===== src/rtl/motor_ctl_defines.vh =====
/*
 Constants for the brush motor PWM state and fault logic.
 Assumes inclusion by bare name from rtl/ files; definitions only.
*/
`ifndef MOTOR_CTL_DEFINES_VH
`define MOTOR_CTL_DEFINES_VH

// Oscillator clock rate in Hz
`define OSC_RATE_HZ          20000000
// Command activity timeout, in oscillator cycles
`define CMD_TIMEOUT_CYC      2048
// Current-limit window length, in oscillator cycles
`define WIN_LEN_CYC          8192
// Consecutive flagged windows that trip a shutdown
`define WIN_TRIP_COUNT       4'h8
// Disable period after first trip, in oscillator cycles
`define DISABLE_CYC          65536
// Duty arithmetic: values in millivolts, duty in 0..255 steps
`define DUTY_BASE_MV         2880
`define DUTY_AUTO_SPAN_MV    13120
`define DUTY_MAN_GAIN_X100   656
`define DUTY_FULL            8'hff
`define PWM_PERIOD_CYC       8'hff

`endif


===== src/rtl/duty_calc.v =====
/*
 Duty computation for both command modes, clamped to full scale.
 Assumes inputs held stable by the caller; result is registered.
*/
`timescale 1ns/10ps
`default_nettype none
`include "motor_ctl_defines.vh"

module duty_calc
(
	input  wire        clk_sys_in,
	input  wire        rst_b_in,
	input  wire        man_mode_in,
	input  wire [7:0]  in_duty_in,
	input  wire [11:0] diff_mv_in,
	input  wire [15:0] vbat_mv_in,
	output reg  [7:0]  duty_out
);

	reg [31:0] num_mv;
	reg [31:0] q;

	always @*
	begin
		num_mv = 32'h0;
		q = 32'h0;
		if (man_mode_in)
			num_mv = `DUTY_BASE_MV + ((`DUTY_MAN_GAIN_X100 * {20'h0, diff_mv_in}) / 100);
		else
			num_mv = `DUTY_BASE_MV + ((`DUTY_AUTO_SPAN_MV * (32'd255 - {24'h0, in_duty_in})) / 255);
		if (vbat_mv_in != 16'h0)
			q = (num_mv * 255) / {16'h0, vbat_mv_in};
		else
			q = 32'hff;
	end

	always @(posedge clk_sys_in or negedge rst_b_in)
	begin
		if (!rst_b_in)
			duty_out <= 8'h00;
		else if (q > 32'hff)
			duty_out <= `DUTY_FULL;
		else
			duty_out <= q[7:0];
	end

endmodule // duty_calc
`default_nettype wire


===== src/rtl/motor_pwm_state_fault_logic.v =====
/*
 Sleep/run/fault sequencing, command decode, PWM and current fault timers.
 Assumes analog comparators deliver synchronous digital levels and the
 supply voltage as a millivolt word; one clock stands for the oscillator.
*/
`timescale 1ns/10ps
`default_nettype none
`include "motor_ctl_defines.vh"

module motor_pwm_state_fault_logic
(
	input  wire        clk_sys_in,
	input  wire        rst_b_in,
	input  wire        duty_cmd_in,
	input  wire        res_cmd_high_in,
	input  wire        res_cmd_open_in,
	input  wire [11:0] diff_mv_in,
	input  wire [15:0] vbat_mv_in,
	input  wire        over_volt_in,
	input  wire        under_volt_in,
	input  wire        drain_sense_in,
	input  wire        trip_reference_in,
	output reg         gate_output,
	output reg         pullup_en_out,
	output reg         sink_en_out,
	output reg         filter_pull_out,
	output reg         cur_limit_out,
	output reg  [7:0]  output_duty,
	output reg  [3:0]  state_out
);

	localparam [3:0] ST_SLEEP   = 4'b0001;
	localparam [3:0] ST_RUN     = 4'b0010;
	localparam [3:0] ST_DISABLE = 4'b0100;
	localparam [3:0] ST_LATCHED = 4'b1000;

	reg  [3:0]  state_r;
	reg  [3:0]  state_nxt;
	reg         cmd_d_r;
	reg  [10:0] idle_cnt_r;
	reg  [12:0] win_cnt_r;
	reg         win_flag_r;
	reg  [3:0]  flag_run_r;
	reg         retry_r;
	reg  [15:0] dis_cnt_r;
	reg  [7:0]  pwm_cnt_r;
	reg  [7:0]  hi_cnt_r;
	reg  [7:0]  in_duty_r;
	wire [7:0]  duty_w;
	wire        man_mode;
	wire        supply_bad;
	wire        idle_done;
	wire        win_end;
	wire        trip;
	wire        cur_lim;

	assign man_mode   = res_cmd_high_in;
	assign supply_bad = over_volt_in | under_volt_in;
	assign idle_done  = (idle_cnt_r == 11'h7ff);
	assign win_end    = (win_cnt_r == 13'h1fff);
	// current limit only while gate high
	assign cur_lim    = gate_output & (drain_sense_in > trip_reference_in);
	assign trip       = win_end & (win_flag_r | cur_lim) & (flag_run_r == 4'h7);

	duty_calc u_duty
	(
		.clk_sys_in  (clk_sys_in),
		.rst_b_in    (rst_b_in),
		.man_mode_in (man_mode),
		.in_duty_in  (in_duty_r),
		.diff_mv_in  (diff_mv_in),
		.vbat_mv_in  (vbat_mv_in),
		.duty_out    (duty_w)
	);

	////////////////////////////////////////////////////////////////////////////
	always @*
	begin
		state_nxt = state_r;
		case (state_r)
			ST_SLEEP:
			begin
				if (!under_volt_in && ((man_mode && !res_cmd_open_in) ||
					(!man_mode && cmd_d_r && !duty_cmd_in)))
					state_nxt = ST_RUN;
			end
			ST_RUN:
			begin
				if (under_volt_in || (man_mode && res_cmd_open_in) ||
					(!man_mode && idle_done))
					state_nxt = ST_SLEEP;
				else if (trip)
					state_nxt = retry_r ? ST_LATCHED : ST_DISABLE;
			end
			ST_DISABLE:
			begin
				if (dis_cnt_r == 16'hffff)
					state_nxt = ST_RUN;
			end
			ST_LATCHED:
			begin
				if (under_volt_in || (man_mode ? res_cmd_open_in : idle_done))
					state_nxt = ST_SLEEP;
			end
			default:
				state_nxt = ST_SLEEP;
		endcase
	end

	////////////////////////////////////////////////////////////////////////////
	always @(posedge clk_sys_in or negedge rst_b_in)
	begin
		if (!rst_b_in)
		begin
			state_r    <= ST_SLEEP;
			cmd_d_r    <= 1'b1;
			idle_cnt_r <= 11'h000;
			win_cnt_r  <= 13'h0000;
			win_flag_r <= 1'b0;
			flag_run_r <= 4'h0;
			retry_r    <= 1'b0;
			dis_cnt_r  <= 16'h0000;
			pwm_cnt_r  <= 8'h00;
			hi_cnt_r   <= 8'h00;
			in_duty_r  <= 8'h00;
		end
		else
		begin
			state_r <= state_nxt;
			cmd_d_r <= duty_cmd_in;
			if (state_nxt == ST_SLEEP)
			begin
				idle_cnt_r <= 11'h000;
				win_cnt_r  <= 13'h0000;
				win_flag_r <= 1'b0;
				flag_run_r <= 4'h0;
				retry_r    <= 1'b0;
				dis_cnt_r  <= 16'h0000;
			end
			else
			begin
				if (cmd_d_r != duty_cmd_in)
					idle_cnt_r <= 11'h000;
				else if (!idle_done)
					idle_cnt_r <= idle_cnt_r + 11'h001;
				if (state_r == ST_DISABLE)
					dis_cnt_r <= dis_cnt_r + 16'h0001;
				else
					dis_cnt_r <= 16'h0000;
				if (state_r == ST_RUN)
				begin
					win_cnt_r <= win_cnt_r + 13'h0001;
					if (win_end)
					begin
						win_flag_r <= 1'b0;
						if (trip)
						begin
							flag_run_r <= 4'h0;
							retry_r    <= 1'b1;
						end
						else if (win_flag_r | cur_lim)
							flag_run_r <= flag_run_r + 4'h1;
						else
						begin
							flag_run_r <= 4'h0;
							retry_r    <= 1'b0;
						end
					end
					else if (cur_lim)
						win_flag_r <= 1'b1;
				end
				else
				begin
					win_cnt_r  <= 13'h0000;
					win_flag_r <= 1'b0;
				end
			end
			// inverted command: measure high time per PWM frame
			pwm_cnt_r <= pwm_cnt_r + 8'h01;
			if (pwm_cnt_r == `PWM_PERIOD_CYC)
			begin
				in_duty_r <= hi_cnt_r;
				hi_cnt_r  <= duty_cmd_in ? 8'h01 : 8'h00;
			end
			else if (duty_cmd_in && hi_cnt_r != 8'hff)
				hi_cnt_r <= hi_cnt_r + 8'h01;
		end
	end

	////////////////////////////////////////////////////////////////////////////
	always @(posedge clk_sys_in or negedge rst_b_in)
	begin
		if (!rst_b_in)
		begin
			gate_output     <= 1'b0;
			pullup_en_out   <= 1'b0;
			sink_en_out     <= 1'b0;
			filter_pull_out <= 1'b1;
			cur_limit_out   <= 1'b0;
			output_duty     <= 8'h00;
			state_out       <= ST_SLEEP;
		end
		else
		begin
			state_out     <= state_r;
			output_duty   <= duty_w;
			cur_limit_out <= cur_lim;
			// pull-up only awake in duty mode
			pullup_en_out <= !man_mode && (state_r != ST_SLEEP);
			sink_en_out   <= man_mode && (state_r == ST_RUN);
			filter_pull_out <= (state_r != ST_RUN) || over_volt_in || cur_lim;
			// gate off unless running in range; full means high
			if (state_r != ST_RUN || supply_bad)
				gate_output <= 1'b0;
			else
				gate_output <= (duty_w == `DUTY_FULL) || (pwm_cnt_r < duty_w);
		end
	end

endmodule // motor_pwm_state_fault_logic
`default_nettype wire


===== config.mk =====
export PLATFORM = sky130hd
export DESIGN_NAME = motor_pwm_state_fault_logic
export DESIGN_NICKNAME = d
export VERILOG_FILES = /design/src/rtl/duty_calc.v /design/src/rtl/motor_pwm_state_fault_logic.v
export VERILOG_INCLUDE_DIRS = /design/src /design/src/rtl
export SDC_FILE = /design/constraint.sdc
export NUM_CORES = 1
export LEC_CHECK = 0
export ABC_AREA = 1
export BUFFER_PORTS_ARGS = -buffer_cell sky130_fd_sc_hd__buf_4
export CORE_MARGIN = 2
export CORE_UTILIZATION = 25
export DETAILED_ROUTE_END_ITERATION = 10
export GPL_TIMING_DRIVEN = 0
export PLACE_DENSITY = 0.4
export SYNTH_ARGS = -nofsm -noshare
export SYNTH_HDL_FRONTEND = slang
export SYNTH_SLANG_ARGS = --single-unit

===== constraint.sdc =====
create_clock -name clk_sys_in -period 135.7 [get_ports clk_sys_in]
set_input_delay 20.355 -clock clk_sys_in [delete_from_list [all_inputs] [get_ports clk_sys_in]]
set_output_delay 20.355 -clock clk_sys_in [all_outputs]
set_load 0.01 [all_outputs]

* Yosys cells after proc, flatten, opt, wreduce, memory -nomap -nowiden
Index checks and enable logic that the tools add are counted.
** Word-level totals
- Register bits :: 100
** Operators by class
- Add/subtract/negate cells :: 9
- $mul :: 3
- Div/mod/pow operators :: 3
- $lt $le $gt $ge :: 3
- Eq/ne operators :: 18
- Mux-type cells :: 36
- Bitwise operators :: 5
- Reduce and logical (&&, ||, !) cells :: 27
** Operators with widths (number)
- adder 12 x 32 -> 32 bit, first input constant :: 2
- two-way mux 32 bit :: 2
- two-way mux 4 bit :: 11
- two-way mux 11 bit :: 3
- divider 22 x 7 -> 32 bit, second input constant :: 1
- divider 32 x 16 -> 32 bit :: 1
- divider 32 x 8 -> 32 bit, second input constant :: 1
- > comparator 32 x 8 -> 1 bit, second input constant :: 1
- multiplier 32 x 8 -> 32 bit, second input constant :: 1
- multiplier 8 x 32 -> 26 bit, first input constant :: 1
- two-way mux 16 bit :: 2
- two-way mux 13 bit :: 2
- two-way mux 8 bit :: 3
- multiplier 6 x 12 -> 18 bit, first input constant :: 1
- adder 16 x 1 -> 16 bit, second input constant :: 1
- adder 8 x 1 -> 8 bit, second input constant :: 2
- == test 16 bit, second input constant :: 1
- == test 8 bit, second input constant :: 2
- case mux 4 bit (4 select lines) :: 1
- nonzero test 16 bit :: 1
- adder 13 x 1 -> 13 bit, second input constant :: 1
- == test 13 bit, second input constant :: 1
- two-way mux 1 bit :: 12
- adder 11 x 1 -> 11 bit, second input constant :: 1
- 24 further kinds :: 49

* Logic depth before layout (Yosys ltp)
- Word-level depth :: 11
- Gate-level depth with buffers :: 724

* By module
From an unflattened synthesis, not the netlist that was laid out.
** Second synthesis, totals
- Cells, all modules :: 6410
- Area total of the unflattened synthesis :: 39982.1 um^2
** By module, submodules not included
- duty_calc :: instances 1, cells each 5928, area an instance 35646.7 um^2, seq. area each 200.2 um^2
- motor_pwm_state_fault_logic :: instances 1, cells each 482, area an instance 4335.4 um^2, seq. area each 2307.2 um^2

* Worst setup path after synthesis
Ideal clock, no wire load.
- Kind :: input -> register
- Start :: input port diff_mv_in[1]
- End :: register u_duty.duty_out[0]
- Library setup time :: 125 ps
- Data arrival time :: 104357 ps
- Required time :: 135575 ps
- Slack :: 31218 ps
- Stages on the path :: 663
- Buffers on the path :: 42
- Path through :: ha_1 fa_1 ha_1 inv_1 fa_1 nand3b_1 nand2_1 a21boi_1 o21ai_0 a21boi_1 o21ai_0 xnor2_1 nor2_1 o21ai_1 inv_1 nand2_1 nand2_1 nor2_1 [... 627 more ...] nand3_2 buf_2 o21ai_0 ha_1 a21boi_0 o21a_1 o21ai_0 nand2_1 a21oi_1 o21bai_1 a21oi_1 o21bai_1 nand4_1 o211ai_1 nand4_1 nand4_1 a21oi_1 nand3_1
** On the way
- Word-level cells in the longest chain between the ends :: 9
** Ends and longest elaborated chain
- from (decl) :: RTL line motor_pwm_state_fault_logic.v:17 : input wire [11:0] diff_mv_in,
- multiplier 6 x 12 -> 18 bit (no line) *
- divider 22 x 7 -> 32 bit * :: RTL line duty_calc.v:28 : num_mv = `DUTY_BASE_MV + ((`DUTY_MAN_GAIN_X100 * {20'h0, diff_mv_in}) / 100);
- adder 12 x 32 -> 32 bit (no line) *
- two-way mux 32 bit * :: RTL line duty_calc.v:27 : if (man_mode_in)
- multiplier 32 x 8 -> 32 bit * :: RTL line duty_calc.v:32 : q = (num_mv * 255) / {16'h0, vbat_mv_in};
- divider 32 x 16 -> 32 bit * :: RTL line duty_calc.v:32
- two-way mux 32 bit * :: RTL line duty_calc.v:31 : if (vbat_mv_in != 16'h0)
- > comparator 32 x 8 -> 1 bit :: RTL line duty_calc.v:41 : else if (q > 32'hff)
- two-way mux 8 bit * :: RTL line duty_calc.v:41
- to (signal assigned) :: RTL line duty_calc.v:42 : duty_out <= `DUTY_FULL;
- to (signal assigned) :: RTL line duty_calc.v:44 : duty_out <= q[7:0];
- to (decl) :: RTL line duty_calc.v:17 : output reg [7:0] duty_out
Mark *: on every way between the ends. The rest lies on a longest branch, timed or not.
A chain may end at the register's enable or synchronous reset.

* Worst setup path in the final report
Same ends and word-level chain as after synthesis.

==> flow_metrics.env <==
export IMPL_synth_edf_count=0
export IMPL_cts_root_buffer="clkbuf_16"
export IMPL_h_tree_depth=3
export IMPL_hold_path_class="flop to flop"
export IMPL_fin_setup_tns_ps=0
export IMPL_clockBufferDepth=2
export IMPL_yosysSeqAreaShare_pct=6.23
export IMPL_layout_min_cycle_time_ps=122130
export IMPL_critPathBufInv=135
export IMPL_synth_cell_types=81
export IMPL_area_growth_pct=8.77
export IMPL_grt_antenna_before_repair=4
export IMPL_drt_iter0_drc=1650
export IMPL_setup_viol=0
export IMPL_drt_wl_total_microns=113000
export IMPL_cpPeakStageDelay_ps=550
export IMPL_worstMarginPinSlew_ps=1340
export IMPL_clock_sinks=100
export IMPL_drive_above_1_share_pct=8.38
export IMPL_synth_flop_cell="dfrtp_1"
export IMPL_syn_inst=6601
export IMPL_vias=39500
export IMPL_avgRoutedWirePerCell_microns=12.7
export IMPL_status="finished clean"
export IMPL_maxCapViolCount=0
export IMPL_cts_tree="yes"
export IMPL_grt_max_degree=101
export IMPL_vias_per_cell=4.47
export IMPL_path_clk_slew_ps=80
export IMPL_required_ps=135930
export IMPL_io_pins=54
export IMPL_cpMostUsedCell="nand2_1"
export IMPL_cp_max_fo=19
export IMPL_mostFrequentLayoutCells="1727 x nand2_1, 1066 x inv_1, 554 x ha_1, 454 x nand3_1, 427 x nor2_1"
export IMPL_finalHoldViolCount=0
export IMPL_relSlewSlack_pct=10.9
export IMPL_nNetsFinal=7361
export IMPL_diodes=0
export IMPL_core_area_sq_um=160000
export IMPL_finalClockSkew_ps=14.8
export IMPL_synth_seq_cells=100
export IMPL_max_freq_mhz=8.19
export IMPL_gp_congestion=0.816
export IMPL_grt_pass1_wl_microns=192000
export IMPL_min_period_over_period_pct=90.0
export IMPL_dpl_instance_area_sq_um=43400
export IMPL_grt_pass1_vias=38300
export IMPL_initial_core_util_pct=25.1
export IMPL_dp_hpwl_microns=97500
export IMPL_grt_overflow=0
export IMPL_rsz0062_at_grt="false"
export IMPL_crit_family="compound AO/OA/AOI/OAI gates"
export IMPL_route_detailed_drc=0
export IMPL_arrival_ps=122360
export IMPL_die_x_microns=405
export IMPL_rows=147
export IMPL_antenna_left=0
export IMPL_die_h_microns=405
export IMPL_drv_slew=0
export IMPL_dieArea_sq_um=164000
export IMPL_finalInstanceArea_sq_um=43800
export IMPL_crit_path_top_delay_cell="fa_1"
export IMPL_firstDrtPassIters=7
export IMPL_netlist_area_sq_um=40200
export IMPL_clk_latency_ps=350
export IMPL_synth_warnings=0
export IMPL_cp_end_kind="flop"
export IMPL_cts_made_buffers=9
export IMPL_layout_commonest_cell="nand2_1"
export IMPL_crit_path_start_kind="input port"
export IMPL_numPortBuffers=52
export IMPL_ys_async_sr_fraction_pct=100
export IMPL_cts_setup_buffers=0
export IMPL_critPathKind="input port to flop"
export IMPL_grt_usage_pct=13.7
export IMPL_synth_avg_cell_area_sq_um=6.10
[synth_stat cells (42+ instances only)]
| cell | number | area share [%] |
|---|---|---|
| xor2_1 | 256 | 5.6 |
| nand2_1 | 1727 | 16 |
| nor2_2 | 60 | 0.93 |
| nand3_1 | 454 | 5.6 |
| nor3_1 | 66 | 0.82 |
| dfrtp_1 | 96 | 6.0 |
| o21ai_0 | 384 | 4.8 |
| nand2_2 | 118 | 1.8 |
| nor2_1 | 427 | 4.0 |
| or2_2 | 49 | 0.76 |
| inv_2 | 58 | 0.54 |
| clkbuf_1 | 42 | 0.39 |
| ha_1 | 554 | 17 |
| inv_1 | 1075 | 10 |
| fa_1 | 96 | 4.8 |
| nand4_1 | 128 | 2.0 |
| xnor2_1 | 148 | 3.2 |
| nand3_2 | 48 | 1.2 |
| a21oi_1 | 341 | 4.2 |
[cell families (layout without fill, tap and decap cells)]
family          Yosys count  after routing  synth area share [%]
other cells               2             11                0.0187
compound gates          994            994                  14.2
xor+xnor                405            405                  8.83
simple gates           3223           3223                  36.6
fa+ha+maj               650            650                  22.0
buf+inv                1226           1295                  12.1
flops                   100            100                  6.23
mux                       1              1                0.0249
[metal layers]
metal | up-vias | GRT usage (%) | share of wire [%]
li1 | 21500 | - | -
met1 | 17600 | 19.3 | 52
met2 | 300 | 23.7 | 46
met3 | 45 | 0.402 | 1.4
met4 | 0 | 1.47 | 1.0
met5 | - | 0 | 0
[area by class of cell]
type | count | area, sq um
Buffer | 77 | 552
Tap cell | 2160 | 2700
Timing Repair Buffer | 55 | 462
Fill cell | 18100 | 116000
Clock buffer | 9 | 225
Sequential cell | 100 | 2510
Clock inverter | 7 | 91.3
Multi-Input combinational cell | 5284 | 32900
Inverter | 1147 | 4330
[final timing paths]
kind | startpoint | to | depth (start not counted) | slack, ps
worst max-delay path | diff_mv_in[1] | u_duty.duty_out[0] | 655 | 13570
worst min register to register | state_r[0] | state_out[0] | 0 | 380
max in group asynchronous | rst_b_in | cmd_d_r | 2 | 115140
worst max register to register | in_duty_r[1] | u_duty.duty_out[0] | 663 | 29970
min in group asynchronous | rst_b_in | hi_cnt_r[6] | 1 | 19850
worst min-delay path | state_r[0] | state_out[0] | 0 | 380
[sequential cells by signal, summed over array words and instances (netlist names)]
name / count
retry_r: 1
cur_limit_out: 1
flag_run_r: 4
idle_cnt_r: 11
state_out: 4
win_cnt_r: 13
dis_cnt_r: 16
gate_output: 1
sink_en_out: 1
win_flag_r: 1
filter_pull_out: 1
u_duty.duty_out: 8
pullup_en_out: 1
cmd_d_r: 1
output_duty: 8
hi_cnt_r: 8
in_duty_r: 8
state_r: 4
pwm_cnt_r: 8
[metrics by stage]
| step | cells | utilization (%) | setup slack (ps) | hold slack, ps |
|---|---|---|---|---|
| floorplan | 6610 | - | 31220 | 354 |
| CTS | 8838 | 27.3 | 9820 | 380 |
| finish | 8839 | 27.3 | 13570 | 379 |
| global placement | 8822 | 27.1 | 10290 | 367 |
| detailed placement | 8822 | 27.1 | 9720 | 368 |
| global route | 8839 | 27.3 | 132 | 389 |
[timing repair]
action | 4_1_cts | 5_1_grt
endpoints found under the setup margin | 0 | 2
hold buffers | 0 | 0
gates resized for setup | 0 | 19
Power is not shown: default switching activity piles up to over one toggle a cycle in this logic, so the estimate is an artifact.
